==> src/hw/sfa_pkg.sv <==
// Package: constants for the second flash array control link
package sfa_pkg;
  // Register map of the device (16-bit CPU addresses)
  localparam logic [15:0] SFA_CTRL_ADDR    = 16'hfe08;
  localparam logic [15:0] SFA_PROT_ADDR    = 16'hff81;
  // Control register bit positions
  localparam int          SFA_BIT_PROG     = 0;
  localparam int          SFA_BIT_ERASE    = 1;
  localparam int          SFA_BIT_WHOLE    = 2;
  localparam int          SFA_BIT_HIGH_VOLTAGE_ENABLE     = 3;
  localparam logic [7:0]  SFA_CTRL_RESET   = 8'h00;
  // Protect byte codes
  localparam logic [7:0]  SFA_PROT_OPEN    = 8'hff;
  localparam logic [7:0]  SFA_PROT_TOP2    = 8'hfe;
  localparam logic [15:0] SFA_TOP2_START   = 16'h7f00;
  // Array windows
  localparam logic [15:0] SFA_W0_LO        = 16'h0462;
  localparam logic [15:0] SFA_W0_HI        = 16'h04ff;
  localparam logic [15:0] SFA_W1_LO        = 16'h0980;
  localparam logic [15:0] SFA_W1_HI        = 16'h1b7f;
  localparam logic [15:0] SFA_W2_LO        = 16'h1e20;
  localparam logic [15:0] SFA_W2_HI        = 16'h7fff;
  localparam int          SFA_ROW_BYTES    = 64;
  localparam int          SFA_PAGE_BYTES   = 128;
  localparam int          SFA_PAGE_LSB     = 7;
  localparam logic [7:0]  SFA_ERASED_BYTE  = 8'hff;
  // Timing, 25 MHz clock
  localparam int          SFA_CLK_KHZ      = 25000;
  localparam int          SFA_SETUP_NS     = 10000;
  localparam int          SFA_WHOLE_US     = 4000;
  localparam int          SFA_HOLD_US      = 100;
  localparam int          SFA_RECOV_NS     = 1000;
  localparam int          SFA_SETUP_CYC    = (SFA_SETUP_NS * SFA_CLK_KHZ + 999999) / 1000000;
  localparam int          SFA_WHOLE_CYC    = (SFA_WHOLE_US * SFA_CLK_KHZ + 999) / 1000;
  localparam int          SFA_HOLD_CYC     = (SFA_HOLD_US * SFA_CLK_KHZ + 999) / 1000;
  localparam int          SFA_RECOV_CYC    = (SFA_RECOV_NS * SFA_CLK_KHZ + 999999) / 1000000;
  localparam int          SFA_CNT_W        = 20;
  // Controller register offsets (AXI4-Lite byte addresses)
  localparam logic [3:0]  SFA_AX_CMD       = 4'h0;
  localparam logic [3:0]  SFA_AX_STAT      = 4'h4;
  localparam logic [3:0]  SFA_AX_ADDR      = 4'h8;
  localparam logic [1:0]  SFA_RESP_OKAY    = 2'b00;
  localparam logic [1:0]  SFA_RESP_SLVERR  = 2'b10;
  // Controller commands
  localparam logic [1:0]  SFA_CMD_WHOLE    = 2'h1;
  localparam logic [1:0]  SFA_CMD_PAGE     = 2'h2;
endpackage

==> src/hw/sfa_if.sv <==
// Interface: CPU-side bus between controller and flash array control
`timescale 1ns/1ps
interface sfa_if;
  logic        req;
  logic        we;
  logic [15:0] addr;
  logic [7:0]  wdata;
  logic [7:0]  rdata;
  logic        ack;
  modport ctrl (output req, output we, output addr, output wdata, input rdata, input ack);
  modport dev  (input req, input we, input addr, input wdata, output rdata, output ack);
endinterface

==> src/hw/sfa_ctrl.sv <==
// Controller: AXI4-Lite commanded mass erase sequencer driving the CPU bus
//
// The AXI4-Lite slave port was decided locally.
`timescale 1ns/1ps
module sfa_ctrl
  import sfa_pkg::*;
(
  // Clock and reset
  input  wire logic        i_mclk,
  input  wire logic        i_reset,
  // AXI4-Lite slave
  input  wire logic [3:0]  i_awaddr,
  input  wire logic        i_awvalid,
  output logic             o_awready,
  input  wire logic [31:0] i_wdata,
  input  wire logic [3:0]  i_wstrb,
  input  wire logic        i_wvalid,
  output logic             o_wready,
  output logic [1:0]       o_bresp,
  output logic             o_bvalid,
  input  wire logic        i_bready,
  input  wire logic [3:0]  i_araddr,
  input  wire logic        i_arvalid,
  output logic             o_arready,
  output logic [31:0]      o_rdata,
  output logic [1:0]       o_rresp,
  output logic             o_rvalid,
  input  wire logic        i_rready,
  // Device bus
  sfa_if.ctrl              bus
);
  typedef enum logic [3:0] {
    SFA_S_IDLE  = 4'h0, SFA_S_SEL   = 4'h1, SFA_S_RDP  = 4'h2, SFA_S_LATCH = 4'h3,
    SFA_S_SETUP = 4'h4, SFA_S_HVON  = 4'h5, SFA_S_ERASE = 4'h6, SFA_S_CLR  = 4'h7,
    SFA_S_HOLD  = 4'h8, SFA_S_HVOFF = 4'h9, SFA_S_RECOV = 4'ha, SFA_S_CHK  = 4'hb
  } sfa_state_t;

  typedef struct packed {
    sfa_state_t      fsm;
    logic [SFA_CNT_W-1:0] cnt;
    logic            busy, done, fail;
    logic [1:0]      cmd;
    logic [15:0]     addr;
    logic [7:0]      prot;
    logic            req, we;
    logic [15:0]     baddr;
    logic [7:0]      bdata;
    logic            awr, wr_ok, bvalid, arr, rvalid;
    logic [31:0]     rdata;
    logic [1:0]      rresp;
  } sfa_ctrl_st_t;

  sfa_ctrl_st_t st_r;
  sfa_ctrl_st_t st_nxt;

  function automatic logic [7:0] ctl(input logic p, input logic e, input logic w, input logic h);
    ctl = 8'h00;
    ctl[SFA_BIT_PROG]  = p;
    ctl[SFA_BIT_ERASE] = e;
    ctl[SFA_BIT_WHOLE] = w;
    ctl[SFA_BIT_HIGH_VOLTAGE_ENABLE]  = h;
  endfunction

  always_comb begin
    st_nxt = st_r;
    // Bus handshake: drop request once acknowledged
    if (st_r.req && bus.ack) st_nxt.req = 1'b0;
    if (st_r.bvalid && i_bready) st_nxt.bvalid = 1'b0;
    if (st_r.rvalid && i_rready) st_nxt.rvalid = 1'b0;
    if (i_awvalid && !st_r.awr && !st_r.bvalid) st_nxt.awr = 1'b1;
    if (st_r.awr && i_wvalid && !st_r.bvalid) begin
      st_nxt.awr    = 1'b0;
      st_nxt.bvalid = 1'b1;
      if (i_awaddr == SFA_AX_CMD && !st_r.busy && i_wstrb[0]) begin
        st_nxt.cmd  = i_wdata[1:0];
        st_nxt.busy = (i_wdata[1:0] == SFA_CMD_WHOLE);
        st_nxt.done = 1'b0;
        st_nxt.fail = 1'b0;
      end else if (i_awaddr == SFA_AX_ADDR && !st_r.busy && i_wstrb[0]) begin
        st_nxt.addr = i_wdata[15:0];
      end
    end
    if (i_arvalid && !st_r.arr && !st_r.rvalid) st_nxt.arr = 1'b1;
    if (st_r.arr) begin
      st_nxt.arr    = 1'b0;
      st_nxt.rvalid = 1'b1;
      st_nxt.rresp  = SFA_RESP_OKAY;
      case (i_araddr)
        SFA_AX_CMD:  st_nxt.rdata = {30'h0, st_r.cmd};
        SFA_AX_STAT: st_nxt.rdata = {21'h0, st_r.prot, st_r.fail, st_r.done, st_r.busy};
        SFA_AX_ADDR: st_nxt.rdata = {16'h0, st_r.addr};
        default: begin
          st_nxt.rdata = 32'h0;
          st_nxt.rresp = SFA_RESP_SLVERR;
        end
      endcase
    end
    // Sequencer: at most one device access per step; LATCH, CLR, HVOFF and a passing ERASE then load a timed wait
    // Sequence runs in fabric, never from the array itself
    if (!st_r.req && !bus.ack) begin
      if (st_r.cnt != '0) st_nxt.cnt = st_r.cnt - 1'b1;
      else begin
        case (st_r.fsm)
          SFA_S_IDLE: if (st_r.busy) st_nxt.fsm = SFA_S_SEL;
          SFA_S_SEL: begin
            st_nxt = issue(st_nxt, 1'b1, SFA_CTRL_ADDR, ctl(1'b0, 1'b1, 1'b1, 1'b0));
            st_nxt.fsm = SFA_S_RDP;
          end
          SFA_S_RDP: begin
            st_nxt = issue(st_nxt, 1'b0, SFA_PROT_ADDR, 8'h00);
            st_nxt.fsm = SFA_S_LATCH;
          end
          SFA_S_LATCH: begin
            st_nxt.prot = bus.rdata;
            st_nxt = issue(st_nxt, 1'b1, st_r.addr, 8'h00);
            st_nxt.fsm = SFA_S_HVON;
            st_nxt.cnt = SFA_CNT_W'(SFA_SETUP_CYC);
          end
          SFA_S_HVON: begin
            st_nxt = issue(st_nxt, 1'b1, SFA_CTRL_ADDR, ctl(1'b0, 1'b1, 1'b1, 1'b1));
            st_nxt.fsm = SFA_S_CHK;
          end
          SFA_S_CHK: begin
            st_nxt = issue(st_nxt, 1'b0, SFA_CTRL_ADDR, 8'h00);
            st_nxt.fsm = SFA_S_ERASE;
          end
          SFA_S_ERASE: begin
            if (!bus.rdata[SFA_BIT_HIGH_VOLTAGE_ENABLE]) begin
              st_nxt.fail = 1'b1;
              st_nxt = issue(st_nxt, 1'b1, SFA_CTRL_ADDR, 8'h00);
              st_nxt.fsm = SFA_S_RECOV;
            end else begin
              st_nxt.cnt = SFA_CNT_W'(SFA_WHOLE_CYC);
              st_nxt.fsm = SFA_S_CLR;
            end
          end
          SFA_S_CLR: begin
            st_nxt = issue(st_nxt, 1'b1, SFA_CTRL_ADDR, ctl(1'b0, 1'b0, 1'b0, 1'b1));
            st_nxt.cnt = SFA_CNT_W'(SFA_HOLD_CYC);
            st_nxt.fsm = SFA_S_HVOFF;
          end
          SFA_S_HVOFF: begin
            st_nxt = issue(st_nxt, 1'b1, SFA_CTRL_ADDR, 8'h00);
            st_nxt.cnt = SFA_CNT_W'(SFA_RECOV_CYC);
            st_nxt.fsm = SFA_S_RECOV;
          end
          SFA_S_RECOV: begin
            st_nxt.busy = 1'b0;
            st_nxt.done = 1'b1;
            st_nxt.fsm  = SFA_S_IDLE;
          end
          default: st_nxt.fsm = SFA_S_IDLE;
        endcase
      end
    end
    if (i_reset) begin
      st_nxt     = '0;
      st_nxt.fsm = SFA_S_IDLE;
    end
  end

  function automatic sfa_ctrl_st_t issue(input sfa_ctrl_st_t s, input logic w,
                                         input logic [15:0] a, input logic [7:0] d);
    issue       = s;
    issue.req   = 1'b1;
    issue.we    = w;
    issue.baddr = a;
    issue.bdata = d;
  endfunction

  always_ff @(posedge i_mclk) begin
    st_r <= st_nxt;
  end

  assign o_awready = st_r.awr && i_wvalid;
  assign o_wready  = st_r.awr && i_wvalid;
  assign o_bvalid  = st_r.bvalid;
  assign o_bresp   = SFA_RESP_OKAY;
  assign o_arready = st_r.arr;
  assign o_rvalid  = st_r.rvalid;
  assign o_rdata   = st_r.rdata;
  assign o_rresp   = st_r.rresp;
  assign bus.req   = st_r.req;
  assign bus.we    = st_r.we;
  assign bus.addr  = st_r.baddr;
  assign bus.wdata = st_r.bdata;
endmodule // sfa_ctrl

==> src/flat_wrapper.sv <==
// flat-port wrapper written by rule: the top's interface ports become plain ports
module sfa_ctrl_flat import sfa_pkg::*;
  (i_mclk, i_reset, i_awaddr, i_awvalid, o_awready, i_wdata, i_wstrb, i_wvalid, o_wready, o_bresp, o_bvalid, i_bready, i_araddr, i_arvalid, o_arready, o_rdata, o_rresp, o_rvalid, i_rready, bus_req, bus_we, bus_addr, bus_wdata, bus_rdata, bus_ack);
  sfa_if bus_i ();
  input  wire logic i_mclk;
  input  wire logic i_reset;
  input  wire logic [3:0] i_awaddr;
  input  wire logic i_awvalid;
  output logic o_awready;
  input  wire logic [31:0] i_wdata;
  input  wire logic [3:0] i_wstrb;
  input  wire logic i_wvalid;
  output logic o_wready;
  output logic [1:0] o_bresp;
  output logic o_bvalid;
  input  wire logic i_bready;
  input  wire logic [3:0] i_araddr;
  input  wire logic i_arvalid;
  output logic o_arready;
  output logic [31:0] o_rdata;
  output logic [1:0] o_rresp;
  output logic o_rvalid;
  input  wire logic i_rready;
  output wire logic [$bits(bus_i.req)-1:0] bus_req;
  output wire logic [$bits(bus_i.we)-1:0] bus_we;
  output wire logic [$bits(bus_i.addr)-1:0] bus_addr;
  output wire logic [$bits(bus_i.wdata)-1:0] bus_wdata;
  input wire logic [$bits(bus_i.rdata)-1:0] bus_rdata;
  input wire logic [$bits(bus_i.ack)-1:0] bus_ack;
  assign bus_req = bus_i.req;
  assign bus_we = bus_i.we;
  assign bus_addr = bus_i.addr;
  assign bus_wdata = bus_i.wdata;
  assign bus_i.rdata = bus_rdata;
  assign bus_i.ack = bus_ack;
  sfa_ctrl u_core (.i_mclk(i_mclk), .i_reset(i_reset), .i_awaddr(i_awaddr), .i_awvalid(i_awvalid), .o_awready(o_awready), .i_wdata(i_wdata), .i_wstrb(i_wstrb), .i_wvalid(i_wvalid), .o_wready(o_wready), .o_bresp(o_bresp), .o_bvalid(o_bvalid), .i_bready(i_bready), .i_araddr(i_araddr), .i_arvalid(i_arvalid), .o_arready(o_arready), .o_rdata(o_rdata), .o_rresp(o_rresp), .o_rvalid(o_rvalid), .i_rready(i_rready), .bus(bus_i));
endmodule
==> config.mk <==
export PLATFORM = sky130hd
export DESIGN_NAME = sfa_ctrl_flat
export DESIGN_NICKNAME = d
export VERILOG_FILES = /design/src/hw/sfa_pkg.sv /design/src/hw/sfa_if.sv /design/src/hw/sfa_ctrl.sv /design/src/flat_wrapper.sv
export SDC_FILE = /design/constraint.sdc
export NUM_CORES = 1
export LEC_CHECK = 0
export BUFFER_PORTS_ARGS = -buffer_cell sky130_fd_sc_hd__buf_4
export CAP_MARGIN = 20
export CORE_MARGIN = 1
export CORE_UTILIZATION = 38
export DETAILED_ROUTE_END_ITERATION = 12
export PLACE_DENSITY_LB_ADDON = 0.2
export SLEW_MARGIN = 20
export SYNTH_ARGS = -nofsm -noshare
export SYNTH_HDL_FRONTEND = slang
export SYNTH_SLANG_ARGS = --single-unit
export TNS_END_PERCENT = 1
==> constraint.sdc <==
create_clock -name i_mclk -period 2.7 [get_ports i_mclk]
set_clock_uncertainty 0.1 [all_clocks]
set_input_delay 0.405 -clock i_mclk [delete_from_list [all_inputs] [get_ports i_mclk]]
set_output_delay 0.405 -clock i_mclk [all_outputs]
set_load 0.03 [all_outputs]
==> results of run 1 <==
layer usage:
metal  global-route usage (%)  vias to the layer above  wire [microns]  part of all wire (%)
met5                        0                        -               0                     0
met4                     8.14                        0             300                   2.4
met3                     3.97                       24             631                   5.1
met2                     31.8                      138            5670                    46
met1                     26.1                     1947            5720                    46
li1                         -                     2072               -                     -
cell usage in the layout, fill, tap and decap left out, drive strengths merged, types with 13 or more instances in the layout:
master	n
o21ai	29
dfxtp	94
buf	107
a21oi	48
nor2	62
conb	24
nand2b	17
nand3	20
nor3	13
mux2i	22
nand2	52
power breakdown:
group | switching (W) | leakage [nW] | internal (W) | total, W
clock | 0.000547 | 0.137 | 0.000725 | 0.00127
combinational | 0.00135 | 1.37 | 0.000792 | 0.00214
sequential | 0.000170 | 0.760 | 0.00152 | 0.00169
state kept, by name, summed over array words and instances (netlist names):
signal / cells
u_core.bus.addr: 16
u_core.bus.req: 1
u_core.bus.wdata: 2
u_core.bus.we: 1
u_core.o_arready: 1
u_core.o_bvalid: 1
u_core.o_rdata: 16
u_core.o_rresp: 1
u_core.o_rvalid: 1
u_core.st_r: 54
layout make-up:
cell class	count	share of cell area [%]
Clock inverter	4	0.987
Sequential cell	94	33.8
Multi-Input combinational cell	404	42.1
Inverter	11	0.741
Tap cell	168	3.77
Clock buffer	12	4.24
Timing Repair Buffer	107	14.4
per-stage QoR:
step,power [W],area [sq um]
floorplan,0.00321,4860
global placement,0.00380,5280
detailed placement,0.00383,5280
CTS,0.00511,5580
global route,0.00545,5580
finish,0.00510,5580
synthesized netlist by cell type, types with 7 or more instances:
| master | n |
|---|---|
| sky130_fd_sc_hd__o21ai_0 | 29 |
| sky130_fd_sc_hd__dfxtp_1 | 94 |
| sky130_fd_sc_hd__nand3_1 | 20 |
| sky130_fd_sc_hd__nor2b_1 | 8 |
| sky130_fd_sc_hd__nand2b_1 | 17 |
| sky130_fd_sc_hd__buf_4 | 61 |
| sky130_fd_sc_hd__nand2_1 | 52 |
| sky130_fd_sc_hd__a31oi_1 | 7 |
| sky130_fd_sc_hd__buf_2 | 10 |
| sky130_fd_sc_hd__inv_1 | 11 |
| sky130_fd_sc_hd__mux2i_1 | 22 |
| sky130_fd_sc_hd__nor3_1 | 10 |
| sky130_fd_sc_hd__a211oi_1 | 9 |
| sky130_fd_sc_hd__nor2_1 | 62 |
| sky130_fd_sc_hd__clkbuf_1 | 18 |
| sky130_fd_sc_hd__a22oi_1 | 12 |
| sky130_fd_sc_hd__o22ai_1 | 12 |
| sky130_fd_sc_hd__a21oi_1 | 48 |
cells by family after synthesis:
kind of cell	count (synthesis)
AOI/OAI and AO/OA	139
xor gates and xnor gates	1
adders and majority gates	2
buffers and inverters	104
DFF	94
muxes	23
other	1
and+or+nand+nor	215
worst reg2reg max path, delay by kind of cell, from the launching register on:
family | cells | cell delay (ps)
simple gates | 3 | 1180
flops | 1 | 340
fa+ha+maj | 1 | 250
compound gates | 2 | 250
buf+inv | 1 | 120
path summary, 6_finish.rpt:
kind | endpoint | start | slack, ps
min | u_core.st_r[84] | i_wdata[11] | 190
max reg2reg | u_core.st_r[104] | u_core.st_r[94] | 350
max | u_core.st_r[104] | u_core.st_r[94] | 350
min reg2reg | u_core.st_r[72] | u_core.st_r[72] | 350
==> flow_results.org, run 1 <==
** Placed design
- Counting tap cells, the placed design contains a total of 784 instances.
- At the end of routability-driven placement, the weighted congestion stood at 0.874.
- Worst slack at placement :: 365 ps
- Placed wire-length estimate after detailed placement :: 8880 microns
- Input and output buffers added on the ports amount to 83.

** Timing
- Worst hold slack across all endpoints :: 190 ps
- Setup violations remaining at the end of the flow were counted as 0.
- Max-slew violation total from the final report :: 0
- Max frequency :: 426 MHz
- Clock period minus worst slack :: 2350 ps
- Setup_tns :: 0 ps
- Final count of hold timing violations :: 0
- Measured against its own limit, the worst slew margin works out to 45.4%.
- The worst path uses 87.0% of the clock period.
- Setup repair after global routing left no endpoint under its margin.
- Transition time at the pin with the least slew margin :: 816 ps
- Setup slack on the critical path of the routed design comes to 351 ps.

** Hold path
- Hold crit path type :: input pin to flop
- Counting instances, the worst hold path has a depth of 3.

** Run status
- The run finished with clean final reports.

** Cells and area
- Final #Nets :: 689
- Share of final-layout standard cells stronger than drive strength 1 :: 21.2%
- Final Util :: 46.0%
- Final standard cell count with taps included and fillers excluded :: 800
- The multi-input combinational cells in the finished layout cover a total of 0.00235 sq mm.
- The sequential cells in the finished layout cover a total of 0.00188 sq mm.
- Antenna Cells :: 0
- Fill cells in the final layout number 1222.
- Area Growth Syn to Fin :: 16.8%

** Synthesis
- The portion of synthesized area spent on multiplexers is 4.85%.
- Summing every instance area after synthesis gives 0.00477 sq mm.
- Portion of synthesized cell area occupied by the leading cell type :: 39.4%
- Async SR Flop Fraction :: 0%
- Synthesized instance count :: 579
- For this run, the number of Yosys warnings is 0.
- Yosys attributes the largest share of cell area to sky130_fd_sc_hd__dfxtp_1, sky130_fd_sc_hd__buf_4, sky130_fd_sc_hd__a21oi_1, sky130_fd_sc_hd__nor2_1, sky130_fd_sc_hd__mux2i_1.
- Post-synth top area cell :: sky130_fd_sc_hd__dfxtp_1
- The synthesized netlist devotes 0.524% of its cell area to adder and majority cells.
- The most used flip-flop cell after synthesis is sky130_fd_sc_hd__dfxtp_1.
- For this run, the register share of the synthesized area comes to 39.4%.
- Compound-gate portion of the synthesized area :: 17.8%
- The synthesized netlist devotes 23.7% of its cell area to simple gates.
- Counting flops with a built-in enable in the synthesized netlist gives 0.
- The synthesized netlist devotes 0.183% of its cell area to XOR and XNOR gates.
- After synthesis the netlist holds a flip-flop and latch count of 94.
- After synthesis, the mean cell area works out to 8.25 sq um.
- The synthesized netlist contains 59 unique library cells.
- Combinational family with the most area after synthesis :: simple AND/OR/NAND/NOR gates

** Global routing
- Number of global-route vias before repair :: 3984
- Residual overflow from global routing :: 0
- The initial antenna violation count was 0.
- Global routing consumed, over all layers together, 19.8% of the routing resources.
- The first global-routing pass estimated 20200 microns of wire.
- Largest net degree at the start of global routing :: 57

** Floorplan
- For this configuration, the core starts out at a cell density of 39.4%.
- X dimension of the die :: 114 microns
- Chip Height :: 114 microns
- After floorplanning, the core was sized to cover 0.0121 sq mm.
- IO Pins :: 127
- The floorplan has 40 rows.
- Die outline area :: 0.0130 sq mm

** Setup path
- In this run the worst path has a maximum fanout of 6.
- The worst setup path is captured at a flop.
- Traced cell by cell, the critical path runs through inv_1 -> ha_1 -> or4b_1 -> nor3_1 -> nand3_1 -> o21ai_0 -> a21oi_1.
- On the critical path the largest part of the delay comes from simple AND/OR/NAND/NOR gates.
- The slowest stage of the critical path belongs to the cell sky130_fd_sc_hd__or4b_1.
- Together, buffers and inverters on the worst path number 1.
- Critical Path RT :: 2820 ps
- Cell depth of the worst flop-to-flop path :: 7
- Arrival time reported for the critical path endpoint :: 2470 ps
- The critical path is of the flop to flop type.
- Counting buffers and inverters, the worst setup path is 7 cells deep.
- Critical Path Max Stage Delay :: 630 ps
- Worst Setup Start Kind :: flop

** CTS
- Root buf cell :: sky130_fd_sc_hd__clkbuf_16
- Buffers inserted during clock tree synthesis total 9.
- For the worst-skew pair, the clock arrives at the later sink with an insertion delay of 340 ps.
- After clock tree synthesis, the clock-pin slew on the worst setup and hold paths is 70 ps.
- In this run, post-CTS hold repair placed 0 buffers.
- Maximum level of the CTS H-tree :: 3
- CTS saw 94 sinks.
- TritonCTS built the clock tree.
- CTS resizes :: 0
- The number of setup buffers added after CTS is 0.
- Maximum clock path buffer count :: 2

** Drt
- Detailed-route wire length :: 12300 microns
- Routed via count divided by cell count :: 5.23
- Number of optimization iterations in the first detailed-route pass :: 5
- The detail route stage leaves a number of antenna-violating nets equal to 0.
- Residual DRC :: 0
- After the first detailed-routing iteration, the DRC count stood at 237.
- The detailed router placed 4181 vias in this run.
- In the final routed layout, each cell accounts on average for 15.4 microns.

** Pwr
- For this design the ratio of total power to cell area is 915 mW/mm^2.
- Across the VDD grid, the largest voltage drop is 642 uV.
- Leak :: 2.26 nW

** Run
- Max-cap violations in this run came to 0.
No activity file was read; power rests on OpenSTA's default activity.
==> run 2: changes to the inputs <==
BUFFER_PORTS_ARGS = unset   (was -buffer_cell sky130_fd_sc_hd__buf_4)
CELL_PAD_IN_SITES_DETAIL_PLACEMENT = 0   (was unset)
CELL_PAD_IN_SITES_GLOBAL_PLACEMENT = 1   (was unset)
DONT_BUFFER_PORTS = 1   (was unset)
==> flow_results.org, run 2 (synthesis results as in run 1) <==
** Timing
- The post-route setup TNS was 0 ps (unchanged).
- The ratio of final minimum period to clock period is 87.8% (+0.81 points).
- Final count of hold timing violations :: 0 (unchanged)
- The number of max-slew violations in the final report came to 0 (unchanged).
- Max frequency :: 422 MHz (-0.92%)
- The relative slew slack came to 50.9% (+5.5 points).
- Transition time at the pin with the least slew margin :: 734 ps (-82.0 ps)
- Count of endpoints failing setup in the final report :: 0 (unchanged)
- Setup repair after global routing left no endpoint under its margin.
- Clock period minus worst slack :: 2370 ps (+21.9 ps)

** Drt
- Residual DRC :: 0 (unchanged)
- Number of vias after detailed routing :: 3875 (-7.3%)
- The final wirelength is 12200 microns (-1.3%).
- The ratio of routed vias to standard cells is 5.42 (+3.7%).
- Routed wirelength normalized by instance count :: 17.0 microns (+10%)
- Final ANT Viol Nets :: 0 (unchanged)
- The DRC violation total after the first TritonRoute iteration came to 255 (+7.6%).
- Number of optimization iterations in the first detailed-route pass :: 4 (-1)

** CTS
- Maximum clock path buffer count :: 2 (unchanged)
- The clock network latency to the later pin of the worst-skew pair is 340 ps (about the same).
- The H-tree depth was 3 (unchanged).
- CTS resizes :: 0 (unchanged)
- Hold Buf Count CTS :: 0 (unchanged)
- The tree is rooted in a sky130_fd_sc_hd__clkbuf_16.
- CTS Buf Count :: 9 (unchanged)
- Clock transition at the registers of the reported paths :: 70 ps (about the same)
- The number of post-CTS setup repair buffers was 0 (unchanged).
- The number of sinks handled by clock tree synthesis came to 94 (unchanged).
- TritonCTS built the clock tree.

** Setup path
- The endpoint arrival time on the critical path was 2500 ps (+30 ps).
- The maximum fanout encountered on the critical timing path is 15 (+9).
- The critical path required time is 2830 ps (about the same).
- The largest stage delay on the critical path came to 710 ps (+80 ps).
- The worst setup path is captured at a flop.
- Crit-path slowest cell :: sky130_fd_sc_hd__or3b_1
- The signal on the critical path passes through nor4_4 -> nand4_2 -> or3b_1 -> o22ai_1 -> nor2_1.
- The worst setup path is launched from a flop.
- The critical path starts at u_core.st_r[99].
- The worst register-to-register path begins at u_core.st_r[99].
- Cell depth of the worst flop-to-flop path :: 5 (-2)
- The endpoint identified for the worst register-to-register timing path is u_core.bus.addr[13].
- Termination of the worst setup path :: u_core.bus.addr[13]
- The worst setup path is of the flop to flop kind.
- The internal reg-to-reg setup slack came to 330 ps (-20 ps).

** Pwr
- Power per unit of standard cell area :: 1050 mW/mm^2 (+15%)
- The worst ir drop on vdd came to 519 uV (-19%).
- Leak :: 1.87 nW (-18%)
- Total power draw :: 0.00525 W (+2.8%)

** Floorplan
- Starting density of the core :: 39.4% (unchanged)
- The overall die width was 114 microns (unchanged).
- The area of the core region is 0.0121 sq mm (unchanged).
- The number of cell rows is 40 (unchanged).
- Chip Height :: 114 microns (unchanged)
- Die outline area :: 0.0130 sq mm (unchanged)
- The number of I/O pins was 127 (unchanged).

** Global routing
- The aggregate global-route resource usage is 19.6% (-0.22 points).
- Wire length of the first global-routing pass :: 19900 microns (-1.5%)
- Largest net degree at the start of global routing :: 81 (+42%)
- The via count of the first global-routing pass is 3691 (-7.4%).
- Residual overflow from global routing :: 0 (unchanged)
- Number of antenna violations at the first check in global routing :: 0 (unchanged)

** Cells and area
- Final #Nets :: 605 (-12%)
- The number of flip-flops under the largest register name came to 54 (unchanged).
- Register containing the most flip-flops in the final layout :: u_core.st_r
- Area Growth Syn to Fin :: 4.80%
- The total non-filler cell area in the finished layout was 0.00500 sq mm (-10%).
- The library cells used most frequently in the layout, excluding fill and tap cells, are sky130_fd_sc_hd__dfxtp_1, sky130_fd_sc_hd__nor2_1, sky130_fd_sc_hd__nand2_1, sky130_fd_sc_hd__a21oi_1, sky130_fd_sc_hd__o21ai_0.
- The library cell used most frequently in the layout, excluding fill and tap cells, is sky130_fd_sc_hd__dfxtp_1.
- The non-filler instance count after layout came to 715 (-11%).
- The antenna cell count is 0 (unchanged).
- The ratio of cells with drive above 1 in the final layout is 9.69% (-12 points).

** Placed design
- The final HPWL from detailed placement came to 8630 microns (-2.8%).
- RePlAce Congestion :: 0.859 (-1.8%)
- The post-place instance area was 0.00466 sq mm (-12%).
- The number of placed instances with taps included came to 700 (-11%).
- Count of buffers from port buffering :: 0 (-100%)

** Hold path
- Hold crit path type :: input pin to flop
- Startpoint of the tightest hold check path :: i_reset
- Number of cells traversed by the worst hold path :: 1 (-2)

** Run status
- Result of the run :: finished clean

** Run
- Count of maximum capacitance violations :: 0 (unchanged)
==> run 2: routing by layer <==
metal | GRT usage (%) | vias to the layer above | routed length [microns] | share of wire (%)
li1 | - | 1897 | - | -
met1 | 25.1 | 1850 | 5450 | 45
met2 | 32.5 | 111 | 5700 | 47
met3 | 5.19 | 17 | 812 | 6.7
met4 | 5.63 | 0 | 194 | 1.6
met5 | 0 | - | 0 | 0
==> run 2: power by group <==
part	total, W	internal [W]	switching [W]	leakage [nW]
Combinational	0.00206	0.000766	0.00129	0.937
Clock	0.00148	0.000930	0.000548	0.170
Sequential	0.00171	0.00152	0.000185	0.760
Total	0.00525	0.00322	0.00203	1.87
==> run 2: area by class of cell <==
cell class / instances / area (sq um)
multi-input combinational: 404 / 2350
fill: 1270 / 7110
clock buffer: 10 / 239
tap: 168 / 210
sequential: 94 / 1880
clock inverter: 5 / 106
timing repair buffer: 23 / 173
inverter: 11 / 41.3
==> run 2: through the flow <==
| step | hold slack, ps | util (%) | setup slack (ps) |
|---|---|---|---|
| floorplan | 326 | - | 681 |
| global placement | 334 | 38.5 | 375 |
| detailed placement | 337 | 38.5 | 369 |
| CTS | 18.8 | 41.3 | 304 |
| global route | 11.9 | 41.3 | 169 |
| finish | 26.6 | 41.3 | 329 |
==> run 2: how the worst min path moves through the flow <==
stage,endpoint,slack [ps]
floorplan,u_core.o_rdata[0],330
global placement,u_core.st_r[66],330
detailed placement,u_core.st_r[71],340
CTS,u_core.o_rdata[14],20
global route,u_core.o_rdata[14],10
finish,u_core.o_rdata[14],30
==> run 2: worst max-delay path, delay by kind of cell (launching register included) <==
| family | cells | cell delay (ps) |
|---|---|---|
| and+or+nand+nor | 4 | 1530 |
| DFF | 1 | 390 |
| AOI/OAI and AO/OA | 1 | 240 |
==> run 3: changes to the inputs <==
CORE_ASPECT_RATIO = 1.2   (was unset)
==> flow_results.org, run 3 (synthesis results as in run 1) <==
** Timing
- The transition time of the tightest slew-check pin is 829 ps (+95.5 ps).
- Setup_tns :: 0 ps (unchanged)
- Unrepaired setup endpoints after global routing :: false
- Final count of hold timing violations :: 0 (unchanged)
- Clock period minus worst slack :: 2310 ps (-57.1 ps)
- The ratio of final minimum period to clock period came to 85.7% (-2.1 points).
- The highest clock rate is 432 MHz (+2.5%).
- The final setup violation count is 0 (unchanged).
- Max transition margin :: 44.5% (-6.4 points)
- Max-slew violation total from the final report :: 0 (unchanged)

** Drt
- The average wire per standard cell was 17.1 microns (+0.78%).
- The ratio of routed vias to standard cells was 5.46 (+0.69%).
- The first-pass iteration count of the detailed router was 4 (unchanged).
- Residual DRC :: 0 (unchanged)
- The final wirelength was 12200 microns (+0.49%).
- Final ANT Viol Nets :: 0 (unchanged)
- Number of vias after detailed routing :: 3891 (+0.41%)
- The DRC violation total after the first TritonRoute iteration is 204 (-20%).

** Global routing
- Residual overflow from global routing :: 0 (unchanged)
- Number of global-route vias before repair :: 3708 (+0.46%)
- Largest net degree at the start of global routing :: 81 (unchanged)
- Wire length of the first global-routing pass :: 19800 microns (-0.25%)
- Combined global-route utilization of all metal layers :: 19.1% (-0.49 points)
- The initial antenna violation count was 0 (unchanged).

** CTS
- Maximum clock path buffer count :: 2 (unchanged)
- Hold Buf Count CTS :: 0 (unchanged)
- CTS resizes :: 0 (unchanged)
- The number of post-CTS setup repair buffers was 0 (unchanged).
- The post-CTS clock slew at the launch and capture registers of the worst setup and hold paths came to 70 ps (about the same).
- The H-tree depth was 3 (unchanged).
- CTS tree :: yes
- The number of sinks handled by clock tree synthesis came to 94 (unchanged).
- The CTS buffer count came to 9 (unchanged).
- The clock network latency to the later pin of the worst-skew pair is 340 ps (about the same).
- Root buf cell :: sky130_fd_sc_hd__clkbuf_16

** Cells and area
- The library cells used most frequently in the layout, excluding fill and tap cells, are sky130_fd_sc_hd__dfxtp_1, sky130_fd_sc_hd__nor2_1, sky130_fd_sc_hd__nand2_1, sky130_fd_sc_hd__a21oi_1, sky130_fd_sc_hd__o21ai_0.
- Most common cell after layout, fill and taps aside :: sky130_fd_sc_hd__dfxtp_1
- Share of final-layout standard cells stronger than drive strength 1 :: 10.5% (+0.82 points)
- Register containing the most flip-flops in the final layout :: u_core.st_r
- The number of nets in the layout is 609 (+0.66%).
- Antenna Cells :: 0 (unchanged)
- Area Growth Syn to Fin :: 4.59%
- The number of flip-flops under the largest register name is 54 (unchanged).
- Final standard cell count with taps included and fillers excluded :: 713 (-0.28%)

** Setup path
- The worst setup path is captured at a flop.
- Critical Path RT :: 2840 ps (about the same)
- The worst setup path is launched from a flop.
- The worst register-to-register path begins at u_core.st_r[94].
- The setup path with the least slack is of type flop to flop.
- Launch point of the worst path :: u_core.st_r[94]
- Arrival time reported for the critical path endpoint :: 2450 ps (-50 ps)
- Critical Path Max Stage Delay :: 620 ps (-90 ps)
- Category of cells accounting for the largest share of critical-path delay :: simple AND/OR/NAND/NOR gates
- WP buf/inv :: 1 (+1)
- The slowest stage of the critical path is the sky130_fd_sc_hd__or4b_1 cell.
- CP max FO :: 6 (-9)
- Critical path, cell by cell :: inv_1 -> ha_1 -> or4b_1 -> nor3_1 -> nand3_1 -> o21ai_0 -> a21oi_1

** Run
- Count of maximum capacitance violations :: 0 (unchanged)

** Floorplan
- Chip Height :: 125 microns (+9.4%)
- The number of cell rows is 44 (+10%).
- Core outline area :: 0.0122 sq mm (+0.45%)
- Starting density of the core :: 39.2% (-0.18 points)
- The die area was 0.0130 sq mm (about the same).
- The number of I/O pins was 127 (unchanged).
- The overall die width came to 104 microns (-8.6%).

** Placed design
- The final HPWL from detailed placement came to 8760 microns (+1.5%).
- Count of buffers from port buffering :: 0 (unchanged)
- The final RePlAce weighted congestion was 0.898 (+4.5%).
- The number of placed instances with taps included is 697 (-0.43%).

** Pwr
- Worst VDD drop :: 548 uV (+5.7%)
- Power per unit of standard cell area :: 1020 mW/mm^2 (-2.3%)
- Leak :: 1.87 nW (about the same)

** Hold path
- Hold crit path type :: input pin to flop
- The worst hold path begins at i_reset.

** Run status
- The flow ran to the end, and the final reports show no timing, DRC or antenna violations.
-- run 3: layout make-up --
type,count,area (sq um)
Fill cell,1265,7170
Multi-Input combinational cell,404,2350
Sequential cell,94,1880
Clock buffer,10,239
Timing Repair Buffer,27,203
Tap cell,161,201
Clock inverter,6,75.1
Inverter,11,41.3
-- run 3: path summary, 6_finish.rpt --
kind | slack (ps) | cells after the start | end
max reg2reg | 390 | 7 | u_core.st_r[104]
min | 30 | 1 | u_core.o_rdata[14]
min reg2reg | 350 | 2 | u_core.st_r[72]
max | 390 | 7 | u_core.st_r[104]
-- run 3: routing by layer --
metal | GRT usage (%) | part of all wire [%]
met5 | 0 | 0
met4 | 7.98 | 2.3
met3 | 4.50 | 5.7
met2 | 33.0 | 49
met1 | 22.5 | 43
-- run 3: report_power, final --
| part | internal [W] | leakage (nW) | switching [W] |
|---|---|---|---|
| Clock | 0.000760 | 0.152 | 0.000578 |
| Combinational | 0.000757 | 0.956 | 0.00133 |
| Sequential | 0.00152 | 0.760 | 0.000167 |
-- run 3: through the flow --
step                      cell area [sq um]  total power, W  hold slack [ps]  util, %  setup slack, ps
final                                  4990         0.00512             32.1     41.0              386
after global placement                 4680         0.00376              334     38.5              425
after global routing                   4990         0.00544             18.2     41.0              172
after detailed placement               4680         0.00378              338     38.5              420
after CTS                              4990         0.00514             13.4     41.0              392
after floorplan                        4860         0.00321              326        -              681
